$ cat src/dio_map.svh
// Register offsets, field positions, reset values and timing counts of the
// digital line control block.
// Assumes a 10 MHz clock and a byte-addressed register port of 32-bit words.
`ifndef DIO_MAP_SVH
`define DIO_MAP_SVH

// ============================================================================
// Register offsets
`define DIO_ADDR_LINE_SEL   8'h00
`define DIO_ADDR_LINE_CFG   8'h04
`define DIO_ADDR_FLT_SEL    8'h08
`define DIO_ADDR_FLT_WIDTH  8'h0C
`define DIO_ADDR_SNAPSHOT   8'h10
`define DIO_ADDR_USER_SEL   8'h14
`define DIO_ADDR_USER_VAL   8'h18
`define DIO_ADDR_USER_WORD  8'h1C

// ============================================================================
// Fields of the per-line configuration word
`define DIO_CFG_DIR_BIT     0
`define DIO_CFG_INV_BIT     1
`define DIO_CFG_SUP_BIT     2
`define DIO_CFG_SRC_LSB     8
`define DIO_CFG_SRC_W       5
`define DIO_CFG_FMT_LSB     16
`define DIO_CFG_LVL_BIT     24
`define DIO_WIDTH_W         16

// ============================================================================
// Per-line hardware facts and reset values
`define DIO_SUPPLY_CAP      4'h4
`define DIO_LINE_FORMATS    8'h25
`define DIO_RST_DIR         4'h0
`define DIO_RST_INV         4'h0
`define DIO_RST_USER        4'h0
`define DIO_RST_WIDTH       16'h0000

// ============================================================================
// Timing
`define DIO_CLK_PERIOD_NS   100
`define DIO_NS_PER_US       1000
`define DIO_CYC_PER_US      (`DIO_NS_PER_US / `DIO_CLK_PERIOD_NS)

`endif

$ cat src/dio_pkg.sv
// Types of the digital line control block.
// Assumes dio_map.svh supplies the numeric constants.
package dio_pkg;

    // ========================================================================
    // Output source codes
    typedef enum logic [4:0] {
        DIO_SRC_OFF   = 5'h00,
        DIO_SRC_LINE0 = 5'h01,
        DIO_SRC_LINE1 = 5'h02,
        DIO_SRC_LINE2 = 5'h03,
        DIO_SRC_LINE3 = 5'h04,
        DIO_SRC_USER0 = 5'h05,
        DIO_SRC_USER1 = 5'h06,
        DIO_SRC_USER2 = 5'h07,
        DIO_SRC_USER3 = 5'h08,
        DIO_SRC_CNT0  = 5'h09,
        DIO_SRC_CNT1  = 5'h0A,
        DIO_SRC_LB0   = 5'h0B,
        DIO_SRC_LB1   = 5'h0C,
        DIO_SRC_EXPO  = 5'h0D,
        DIO_SRC_FTW   = 5'h0E
    } dio_src_type;

    typedef enum logic {
        DIO_FLT_DEGLITCH = 1'b0,
        DIO_FLT_DEBOUNCE = 1'b1
    } dio_fkind_type;

    typedef enum logic [1:0] {
        DIO_FMT_TRISTATE  = 2'h0,
        DIO_FMT_OPTO      = 2'h1,
        DIO_FMT_OPENDRAIN = 2'h2
    } dio_fmt_type;

    // ========================================================================
    // State of the control module
    typedef struct packed {
        logic [1:0]             lineSel;
        logic [3:0]             dir;
        logic [3:0]             inv;
        logic [3:0]             supply;
        dio_src_type [3:0]      src;
        dio_fkind_type          fltSel;
        logic [3:0][15:0]       dgWidth;
        logic [3:0][15:0]       dbWidth;
        logic [1:0]             userSel;
        logic [3:0]             user;
        logic [3:0]             sync1;
        logic [3:0]             sync2;
        logic [3:0]             sync3;
        logic [3:0]             pin;
        logic [3:0]             level;
        logic [3:0]             drive;
        logic [3:0]             oeN;
        logic [3:0]             supplyOut;
        logic [31:0]            rdData;
    } dio_state_type;

    // State of one line's filter chain
    typedef struct packed {
        logic                   dgOut;
        logic [19:0]            dgCnt;
        logic                   dbOut;
        logic                   busy;
        logic [19:0]            dbCnt;
    } dio_flt_type;

endpackage

$ cat src/dio_filt_if.sv
// Carrier between the line control module and its input filter.
// Assumes both ends run on the same clock.
`timescale 1ns/100ps
interface dio_filt_if;
    logic             ce;
    logic [3:0]       raw;
    logic [3:0][15:0] dgWidth;
    logic [3:0][15:0] dbWidth;
    logic [3:0]       filtered;

    modport ctrl (output ce, output raw, output dgWidth, output dbWidth,
                  input filtered);
    modport filt (input ce, input raw, input dgWidth, input dbWidth,
                  output filtered);
endinterface

$ cat src/dio_input_filter.sv
// Deglitch followed by debounce for each of the four input lines.
// Assumes raw levels are already synchronised to clk.
`timescale 1ns/100ps
`include "dio_map.svh"
module dio_input_filter (
    // Clock and reset
    input wire logic clk,
    input wire logic rst_n,
    // Filter carrier
    dio_filt_if.filt fi
);

    dio_pkg::dio_flt_type [3:0] st;
    dio_pkg::dio_flt_type [3:0] next_st;
    logic [3:0][19:0]           dgT;
    logic [3:0][19:0]           dbT;

    // ========================================================================
    // Next state
    always_comb begin
        next_st = st;
        for (int i = 0; i < 4; i++) begin
            dgT[i] = 20'(fi.dgWidth[i]) * 20'(`DIO_CYC_PER_US);
            dbT[i] = 20'(fi.dbWidth[i]) * 20'(`DIO_CYC_PER_US);
        end
        if (!rst_n) begin
            next_st = '0;
        end else if (fi.ce) begin
            for (int i = 0; i < 4; i++) begin
                if (fi.raw[i] != st[i].dgOut) begin
                    if (st[i].dgCnt + 20'h1 >= dgT[i]) begin
                        next_st[i].dgOut = fi.raw[i];
                        next_st[i].dgCnt = 20'h0;
                    end else begin
                        next_st[i].dgCnt = st[i].dgCnt + 20'h1;
                    end
                end else begin
                    next_st[i].dgCnt = 20'h0;
                end
                if (st[i].busy) begin
                    if (st[i].dbCnt + 20'h1 >= dbT[i]) begin
                        next_st[i].busy  = 1'b0;
                        next_st[i].dbCnt = 20'h0;
                    end else begin
                        next_st[i].dbCnt = st[i].dbCnt + 20'h1;
                    end
                end else if (st[i].dgOut != st[i].dbOut) begin
                    next_st[i].dbOut = st[i].dgOut;
                    next_st[i].busy  = (dbT[i] != 20'h0);
                    next_st[i].dbCnt = 20'h0;
                end
            end
        end
    end

    always_ff @(posedge clk) begin
        st <= next_st;
    end

    // ========================================================================
    // Outputs and checks per line
    for (genvar g = 0; g < 4; g++) begin : gLine
        assign fi.filtered[g] = st[g].dbOut;

        property p_deglitch_hold;
            @(posedge clk) disable iff (!rst_n)
            fi.ce && (fi.raw[g] != st[g].dgOut)
                && (st[g].dgCnt + 20'h1 < dgT[g])
                |=> st[g].dgOut == $past(st[g].dgOut);
        endproperty
        a_deglitch_hold: assert property (p_deglitch_hold)
            else $error("deglitch output moved before width elapsed");

        property p_debounce_lock;
            @(posedge clk) disable iff (!rst_n)
            fi.ce && st[g].busy |=> st[g].dbOut == $past(st[g].dbOut);
        endproperty
        a_debounce_lock: assert property (p_debounce_lock)
            else $error("debounce output changed during lockout");

        property p_chain_order;
            @(posedge clk) disable iff (!rst_n)
            fi.ce && !st[g].busy && (st[g].dgOut != st[g].dbOut)
                |=> st[g].dbOut == $past(st[g].dgOut);
        endproperty
        a_chain_order: assert property (p_chain_order)
            else $error("debounce did not take first deglitched edge");
    end

endmodule // dio_input_filter

$ cat src/dio_line_ctrl.sv
// Control of four general purpose lines: direction, inversion, filtering,
// output source selection, user output bits and level readback.
// Assumes a 10 MHz clk, a register master that meets the strobe timing,
// and source signals that come from logic on the same clock.
//
// Behaviour
// - Four lines exist and software picks which one to configure by index.
// - Each line stores its own direction, input or output.
// - Each line has an inversion control acting on its signal.
// - Reading the selected line's level gives its logic state in any mode.
// - A read-only word shows all four line levels, bit n for line n.
// - Each line keeps deglitch and debounce widths in microseconds.
// - Deglitch accepts a new level only after it persisted the width.
// - Debounce passes the first edge and locks further change for the width.
// - The deglitch result feeds the debounce filter.
// - Each line's source selection acts only while it is an output.
// - Sources are lines, user bits, counters, logic blocks, exposure, wait.
// - A user bit selector and value control set one user output bit.
// - A user output word writes and reads all user bits together.
// - A read-only format field reports each line's circuit type.
// - Only capable lines offer the supply output enable.
`timescale 1ns/100ps
`include "dio_map.svh"
module dio_line_ctrl (
    // Clock, reset, enable
    input  wire logic        clk,
    input  wire logic        rst_n,
    input  wire logic        ce,
    // Register port
    input  wire logic [7:0]  addr,
    input  wire logic [31:0] wrData,
    input  wire logic        wrEn,
    input  wire logic        rdEn,
    output logic      [31:0] rdData,
    // Connector lines
    input  wire logic [3:0]  lineIn,
    output logic      [3:0]  lineOut,
    output logic      [3:0]  lineOe_n,
    output logic      [3:0]  supplyEn,
    // Internal sources
    input  wire logic [1:0]  counterActive,
    input  wire logic [1:0]  logicBlock,
    input  wire logic        exposureActive,
    input  wire logic        frameTriggerWait,
    // User output bits
    output logic      [3:0]  userOutput
);

    dio_pkg::dio_state_type st;
    dio_pkg::dio_state_type next_st;
    dio_filt_if             fi ();
    logic [3:0]             srcVal;
    logic [31:0]            cfgWord;
    logic [7:0]             formats;
    logic [3:0]             supplyCap;

    // ========================================================================
    // Filter chain
    assign fi.ce      = ce;
    assign fi.raw     = st.pin;
    assign fi.dgWidth = st.dgWidth;
    assign fi.dbWidth = st.dbWidth;
    assign formats    = `DIO_LINE_FORMATS;
    assign supplyCap  = `DIO_SUPPLY_CAP;

    dio_input_filter uFilter (
        .clk   (clk),
        .rst_n (rst_n),
        .fi    (fi.filt)
    );

    // ========================================================================
    // Source multiplexer
    function automatic logic src_value(
        input dio_pkg::dio_src_type s,
        input logic [3:0]           lvl,
        input logic [3:0]           usr,
        input logic [1:0]           cnt,
        input logic [1:0]           lb,
        input logic                 expo,
        input logic                 ftw
    );
        logic v;
        v = 1'b0;
        case (s)
            dio_pkg::DIO_SRC_LINE0: v = lvl[0];
            dio_pkg::DIO_SRC_LINE1: v = lvl[1];
            dio_pkg::DIO_SRC_LINE2: v = lvl[2];
            dio_pkg::DIO_SRC_LINE3: v = lvl[3];
            dio_pkg::DIO_SRC_USER0: v = usr[0];
            dio_pkg::DIO_SRC_USER1: v = usr[1];
            dio_pkg::DIO_SRC_USER2: v = usr[2];
            dio_pkg::DIO_SRC_USER3: v = usr[3];
            dio_pkg::DIO_SRC_CNT0:  v = cnt[0];
            dio_pkg::DIO_SRC_CNT1:  v = cnt[1];
            dio_pkg::DIO_SRC_LB0:   v = lb[0];
            dio_pkg::DIO_SRC_LB1:   v = lb[1];
            dio_pkg::DIO_SRC_EXPO:  v = expo;
            dio_pkg::DIO_SRC_FTW:   v = ftw;
            default:                v = 1'b0;
        endcase
        return v;
    endfunction

    always_comb begin
        for (int i = 0; i < 4; i++) begin
            srcVal[i] = src_value(st.src[i], st.level, st.user,
                                  counterActive, logicBlock,
                                  exposureActive, frameTriggerWait);
        end
    end

    // Configuration word of the selected line
    always_comb begin
        cfgWord = 32'h0;
        cfgWord[`DIO_CFG_DIR_BIT] = st.dir[st.lineSel];
        cfgWord[`DIO_CFG_INV_BIT] = st.inv[st.lineSel];
        cfgWord[`DIO_CFG_SUP_BIT] = st.supply[st.lineSel];
        cfgWord[`DIO_CFG_SRC_LSB +: `DIO_CFG_SRC_W] = st.src[st.lineSel];
        cfgWord[`DIO_CFG_FMT_LSB +: 2] = formats[2 * st.lineSel +: 2];
        cfgWord[`DIO_CFG_LVL_BIT] = st.level[st.lineSel];
    end

    // ========================================================================
    // Next state
    always_comb begin
        next_st = st;
        if (!rst_n) begin
            next_st         = '0;
            next_st.dir     = `DIO_RST_DIR;
            next_st.inv     = `DIO_RST_INV;
            next_st.user    = `DIO_RST_USER;
            next_st.oeN     = 4'hF;
            for (int i = 0; i < 4; i++) begin
                next_st.src[i]     = dio_pkg::DIO_SRC_OFF;
                next_st.dgWidth[i] = `DIO_RST_WIDTH;
                next_st.dbWidth[i] = `DIO_RST_WIDTH;
            end
        end else if (ce) begin
            // Pin synchroniser: accept when stages two and three agree
            next_st.sync1 = lineIn;
            next_st.sync2 = st.sync1;
            next_st.sync3 = st.sync2;
            for (int i = 0; i < 4; i++) begin
                if (st.sync2[i] == st.sync3[i]) begin
                    next_st.pin[i] = st.sync3[i];
                end
                if (st.dir[i]) begin
                    next_st.drive[i] = srcVal[i] ^ st.inv[i];
                    next_st.level[i] = srcVal[i] ^ st.inv[i];
                end else begin
                    next_st.drive[i] = 1'b0;
                    next_st.level[i] = fi.filtered[i] ^ st.inv[i];
                end
            end
            next_st.oeN       = ~st.dir;
            next_st.supplyOut = st.supply & `DIO_SUPPLY_CAP;

            // Register reads: data stand until the next cycle with ce high
            next_st.rdData = 32'h0;
            if (rdEn) begin
                case (addr)
                    `DIO_ADDR_LINE_SEL:
                        next_st.rdData = {30'h0, st.lineSel};
                    `DIO_ADDR_LINE_CFG:
                        next_st.rdData = cfgWord;
                    `DIO_ADDR_FLT_SEL:
                        next_st.rdData = {31'h0, st.fltSel};
                    `DIO_ADDR_FLT_WIDTH:
                        next_st.rdData =
                            (st.fltSel == dio_pkg::DIO_FLT_DEBOUNCE)
                            ? {16'h0, st.dbWidth[st.lineSel]}
                            : {16'h0, st.dgWidth[st.lineSel]};
                    // snapshot of all levels, one sample
                    // a polled copy, not a real-time view
                    `DIO_ADDR_SNAPSHOT:
                        next_st.rdData = {28'h0, st.level};
                    `DIO_ADDR_USER_SEL:
                        next_st.rdData = {30'h0, st.userSel};
                    `DIO_ADDR_USER_VAL:
                        next_st.rdData = {31'h0, st.user[st.userSel]};
                    `DIO_ADDR_USER_WORD:
                        next_st.rdData = {28'h0, st.user};
                    default:
                        next_st.rdData = 32'h0;
                endcase
            end

            // Register writes
            if (wrEn) begin
                case (addr)
                    `DIO_ADDR_LINE_SEL:
                        next_st.lineSel = wrData[1:0];
                    `DIO_ADDR_LINE_CFG: begin
                        next_st.dir[st.lineSel] = wrData[`DIO_CFG_DIR_BIT];
                        next_st.inv[st.lineSel] = wrData[`DIO_CFG_INV_BIT];
                        next_st.supply[st.lineSel] =
                            wrData[`DIO_CFG_SUP_BIT]
                            & supplyCap[st.lineSel];
                        next_st.src[st.lineSel] = dio_pkg::dio_src_type'(
                            wrData[`DIO_CFG_SRC_LSB +: `DIO_CFG_SRC_W]);
                    end
                    `DIO_ADDR_FLT_SEL:
                        next_st.fltSel = dio_pkg::dio_fkind_type'(wrData[0]);
                    // width per line and filter kind
                    `DIO_ADDR_FLT_WIDTH: begin
                        if (st.fltSel == dio_pkg::DIO_FLT_DEBOUNCE) begin
                            next_st.dbWidth[st.lineSel] =
                                wrData[`DIO_WIDTH_W-1:0];
                        end else begin
                            next_st.dgWidth[st.lineSel] =
                                wrData[`DIO_WIDTH_W-1:0];
                        end
                    end
                    `DIO_ADDR_USER_SEL:
                        next_st.userSel = wrData[1:0];
                    `DIO_ADDR_USER_VAL:
                        next_st.user[st.userSel] = wrData[0];
                    `DIO_ADDR_USER_WORD:
                        next_st.user = wrData[3:0];
                    default: ;
                endcase
            end
        end
    end

    always_ff @(posedge clk) begin
        st <= next_st;
    end

    // ========================================================================
    // Outputs
    assign rdData     = st.rdData;
    assign lineOut    = st.drive;
    assign lineOe_n   = st.oeN;
    assign supplyEn   = st.supplyOut;
    assign userOutput = st.user;

    // ========================================================================
    // Checks
    property p_dir_enable;
        @(posedge clk) disable iff (!rst_n)
        ce |=> lineOe_n == ~$past(st.dir);
    endproperty
    a_dir_enable: assert property (p_dir_enable)
        else $error("output enable does not follow direction");

    property p_user_drive;
        @(posedge clk) disable iff (!rst_n)
        ce && st.dir[0] && (st.src[0] == dio_pkg::DIO_SRC_USER1)
            |=> lineOut[0] == ($past(st.user[1]) ^ $past(st.inv[0]));
    endproperty
    a_user_drive: assert property (p_user_drive)
        else $error("line 0 does not drive inverted user bit 1");

    property p_input_level;
        @(posedge clk) disable iff (!rst_n)
        ce && !st.dir[3]
            |=> st.level[3] == ($past(fi.filtered[3]) ^ $past(st.inv[3]));
    endproperty
    a_input_level: assert property (p_input_level)
        else $error("input level is not the inverted filtered pin");

    property p_snapshot;
        @(posedge clk) disable iff (!rst_n)
        ce && rdEn && (addr == `DIO_ADDR_SNAPSHOT)
            |=> (rdData == {28'h0, $past(st.level)})
            ##1 (rdData == 32'h0 || $past(rdEn) || !$past(ce));
    endproperty
    a_snapshot: assert property (p_snapshot)
        else $error("snapshot read returned wrong levels");

    property p_user_word;
        @(posedge clk) disable iff (!rst_n)
        ce && wrEn && (addr == `DIO_ADDR_USER_WORD)
            |=> userOutput == $past(wrData[3:0]);
    endproperty
    a_user_word: assert property (p_user_word)
        else $error("user word write not applied to all bits");

    property p_user_bit;
        @(posedge clk) disable iff (!rst_n)
        ce && wrEn && (addr == `DIO_ADDR_USER_VAL)
            |=> userOutput[$past(st.userSel)] == $past(wrData[0]);
    endproperty
    a_user_bit: assert property (p_user_bit)
        else $error("selected user bit not written");

    property p_supply_cap;
        @(posedge clk) disable iff (!rst_n)
        (supplyEn & ~`DIO_SUPPLY_CAP) == 4'h0;
    endproperty
    a_supply_cap: assert property (p_supply_cap)
        else $error("supply enabled on an incapable line");

    property p_line_select;
        @(posedge clk) disable iff (!rst_n)
        ce && wrEn && (addr == `DIO_ADDR_LINE_SEL)
            |=> st.lineSel == $past(wrData[1:0]);
    endproperty
    a_line_select: assert property (p_line_select)
        else $error("line selector write not applied");

    property p_supply_refused;
        @(posedge clk) disable iff (!rst_n)
        ce && wrEn && (addr == `DIO_ADDR_LINE_CFG) && !supplyCap[st.lineSel]
            |=> st.supply == $past(st.supply);
    endproperty
    a_supply_refused: assert property (p_supply_refused)
        else $error("supply enable taken on an incapable line");

    property p_filter_width;
        @(posedge clk) disable iff (!rst_n)
        ce && wrEn && (addr == `DIO_ADDR_FLT_WIDTH)
            && (st.fltSel == dio_pkg::DIO_FLT_DEBOUNCE)
            |=> st.dbWidth[$past(st.lineSel)] == $past(wrData[15:0]);
    endproperty
    a_filter_width: assert property (p_filter_width)
        else $error("debounce width not stored for selected line");

    property p_input_no_drive;
        @(posedge clk) disable iff (!rst_n)
        ce && !st.dir[1] |=> lineOut[1] == 1'b0;
    endproperty
    a_input_no_drive: assert property (p_input_no_drive)
        else $error("input line 1 is driven");

    property p_reset_defaults;
        @(posedge clk) disable iff (1'b0)
        !rst_n |=> (st.dir == 4'h0) && (st.inv == 4'h0)
            && (userOutput == 4'h0) && (lineOe_n == 4'hF);
    endproperty
    a_reset_defaults: assert property (p_reset_defaults)
        else $error("reset did not restore line defaults");

endmodule // dio_line_ctrl

$ cat config.mk
export PLATFORM = sky130hd
export DESIGN_NAME = dio_line_ctrl
export DESIGN_NICKNAME = d
export VERILOG_FILES = /design/src/dio_pkg.sv /design/src/dio_filt_if.sv /design/src/dio_input_filter.sv /design/src/dio_line_ctrl.sv
export VERILOG_INCLUDE_DIRS = /design/src
export SDC_FILE = /design/constraint.sdc
export NUM_CORES = 2
export LEC_CHECK = 0
export ABC_AREA = 0
export BUFFER_PORTS_ARGS = -buffer_cell sky130_fd_sc_hd__buf_2
export CAP_MARGIN = 20
export CELL_PAD_IN_SITES_DETAIL_PLACEMENT = 2
export CELL_PAD_IN_SITES_GLOBAL_PLACEMENT = 2
export CORE_MARGIN = 4
export CORE_UTILIZATION = 42
export DETAILED_ROUTE_END_ITERATION = 10
export MAX_ROUTING_LAYER = met4
export PLACE_DENSITY = 0.85
export RECOVER_POWER = 25
export SYNTH_ARGS = -nofsm -noshare
export SYNTH_HDL_FRONTEND = slang
export SYNTH_HIERARCHICAL = 1
export SYNTH_SLANG_ARGS = --single-unit
export TNS_END_PERCENT = 50
$ cat constraint.sdc
create_clock -name clk -period 13.5 [get_ports clk]
set_input_delay 2.7 -clock clk [delete_from_list [all_inputs] [get_ports clk]]
set_output_delay 2.7 -clock clk [all_outputs]
set_load 0.005 [all_outputs]
==> impl_metrics.py <==
metrics = {
    "global_route": {
        "grt_usage_pct": 29.7,
        "grt_max_degree": 106,
        "grt_antenna_before_repair": 7,
        "grt_pass1_wl_um": 172000,
        "gr-total-overflow": 0,
        "grt_pass1_vias": 30075,
    },
    "clock_network": {
        "clkTransAtPathRegs_ps": 60,
        "clk_latency_ps": 630,
        "cts.sinks": 389,
        "holdBufCountCts": 0,
        "h-tree-depth": 2,
        "cts_setup_buffers": 0,
        "numCtsBuffers": 50,
        "post_cts_resized": 0,
        "cts.path.max_buffers": 3,
        "cts_tree": "done",
        "cts-root-buf": "clkbuf_16",
    },
    "place": {
        "dpl.hpwl_um": 79900,
        "pre_cts_ws_ps": 7470,
        "gp_congestion": 0.920,
        "placed_area_mm2": 0.0299,
        "io_buffers": 70,
        "placed_cells": 4345,
    },
    "route": {
        "wirelength_um": 110000,
        "met3RoutedLength_um": 4700,
        "drtPass1Iterations": 5,
        "highest_layer": "met4",
        "vias": 26894,
        "drc": 0,
        "ant_nets": 0,
        "viasPerCell": 6.05,
        "drt-initial-drc-count": 1488,
        "m1WireLength_um": 45600,
        "dr_wl_met2_um": 55000,
        "avgRoutedWirePerCell_um": 24.8,
    },
    "setup_path": {
        "slowest_delay_ps": 2310,
        "cp_max_fo": 48,
        "startpoint": "ce",
        "end_kind": "register",
        "arrival_ps": 9870,
        "r2r-start": "fi.dgWidth[49]$_SDFFE_PN0P_",
        "crit_type": "in2reg",
        "crit_required_ps": 13870,
        "crit_slowest_cell": "clkbuf_1",
        "startpoint_type": "input port",
        "crit_chain": "clkbuf_1 -> clkbuf_1 -> nand3_1 -> nor3_1 -> nand3_1 -> nand2_1 -> a21oi_1",
    },
    "worst_hold_path": {
        "hp-class": "reg2reg",
        "min_from": "st[54]$_SDFFE_PN0P_",
    },
    "finish": {
        "final_cell_mix": "nand2_1 (497), dfxtp_1 (387), ha_1 (384)",
        "syn_to_final_growth_pct": 7.88,
        "nFillCells": 7768,
        "multi_input_area_mm2": 0.0200,
        "final_common_cell": "nand2_1",
        "drive_gt1_share_pct": 6.91,
        "final_cells": 4442,
        "regArea_mm2": 0.00779,
        "fin_nets": 3914,
        "fin_util_pct": 45.9,
        "fin_area_mm2": 0.0316,
    },
    "yosys": {
        "yosys_most_used_dff": "dfxtp_1",
        "synth_cells": 3525,
        "seq_area_frac_synth_pct": 26.6,
        "synth-edff-count": 0,
        "ys.warnings.count": 6,
        "ys_async_sr_fraction_pct": 0,
        "synth_seq_cells": 389,
        "syn_area_mm2": 0.0293,
        "syn_avg_cell_area_um2": 8.32,
        "synth_cell_type_count": 95,
    },
    "timing": {
        "hold_viol_final": 0,
        "min_period_over_period_pct": 70.3,
        "finClkSkew_ps": 37.3,
        "worst_pin_slew_ps": 3400,
        "finalWorstSetupSlack_ps": 4010,
        "fin_crit_ps": 9490,
        "finalSetupTns_ps": 0,
        "holdWs_ps": 463,
        "fmax_mhz": 105,
        "relSlewSlack_pct": -128,
        "drv_slew": 303,
        "setup_viol": 0,
        "rsz0062_at_grt": "false",
    },
    "floorplanning": {
        "die_h_um": 272,
        "io_pins": 103,
        "core-area_mm2": 0.0689,
        "fp.dieW_um": 272,
        "rows": 96,
        "die_area_mm2": 0.0741,
        "initial_core_util_pct": 42.5,
    },
    "status": {
        "violations": "max-capacitance violations, max-slew violations",
        "status": "complete, but fails checks",
    },
    "flow_run": {
        "cap_violations": 5,
    },
    "power": {
        "ir_worst_vdd_v": 0.0000900,
        "power.leakage_nw": 13.4,
        "total_power_mw": 2.72,
        "power.density_mw_per_mm2": 85.9,
    },
}
registers in the layout, indices dropped and copies added (netlist names):
signal / cells
uFilter/st: 168
fi.dbWidth: 64
fi.dgWidth: 64
st: 53
rdData: 19
fi.raw: 4
lineOe_n: 4
lineOut: 4
uFilter/fi.filtered: 4
userOutput: 4
supplyEn: 1
area by class of cell:
cell class,count,share of cell area [%]
repair buffers,87,1.44
clock buffers,71,4.56
multi-input cells,2834,63.3
well taps,931,3.68
inverters,105,1.25
clock inverters,18,1.07
diodes,7,0.0554
flip-flops and latches,389,24.6
metal layers:
metal | GRT usage (%) | vias up
li1 | - | 12496
met1 | 34.3 | 13616
met2 | 51.9 | 550
met3 | 4.37 | 232
met4 | 12.0 | 0
met5 | - | -
critical path, delay by kind of cell:
| family | cells | cell delay (ps) |
|---|---|---|
| buf+inv | 2 | 4020 |
| simple gates | 4 | 3010 |
| compound gates | 1 | 90 |
power by group:
group / switching [mW] / internal [mW] / leakage [nW]
sequential: 0.00195 / 1.15 / 3.13
combinational: 0.0657 / 0.0151 / 9.43
clock: 0.589 / 0.897 / 0.864
cells in the mapped netlist, types with 18 or more instances:
cell type,number,area (µm²)
a21o_1,98,736
a21oi_1,352,1760
a22oi_1,51,383
a31oi_1,18,113
and3_1,59,369
buf_2,27,135
buf_4,67,503
clkbuf_1,103,387
dfxtp_1,389,7790
ha_1,384,4800
inv_1,103,387
mux2i_1,55,551
mux4_2,47,1060
nand2_1,497,1870
nand2b_1,28,175
nand3_1,153,766
nand3b_1,24,180
nand4_1,36,225
nor2_1,218,818
nor2b_1,31,194
nor3_1,43,215
o21a_1,18,135
o21ai_0,141,706
o21bai_1,20,150
o31ai_1,18,135
xnor2_1,143,1250
xor2_1,114,998
logic make-up after synthesis:
logic type                 after synthesis  share of synthesized area [%]
and+or+nand+nor                       1203                           19.7
AOI/OAI and AO/OA                      852                           18.0
adders and majority gates              392                           16.9
DFF                                    389                           26.6
buffers and inverters                  317                           5.20
xor gates and xnor gates               258                           7.73
muxes                                  113                           5.91
other                                    1                         0.0128
path summary, 6_finish.rpt:
check / end / slack [ps] / cells after the start
setup / recovery: fi.dgWidth[50]$_SDFFE_PN0P_ / 4010 / 7
hold / removal: fi.raw[2]$_SDFFE_PN0P_ / 460 / 2
setup reg to reg: uFilter/st[159]$_SDFFE_PN0P_ / 7280 / 21
hold reg to reg: fi.raw[2]$_SDFFE_PN0P_ / 460 / 2
(Power assumes the default switching activity.)
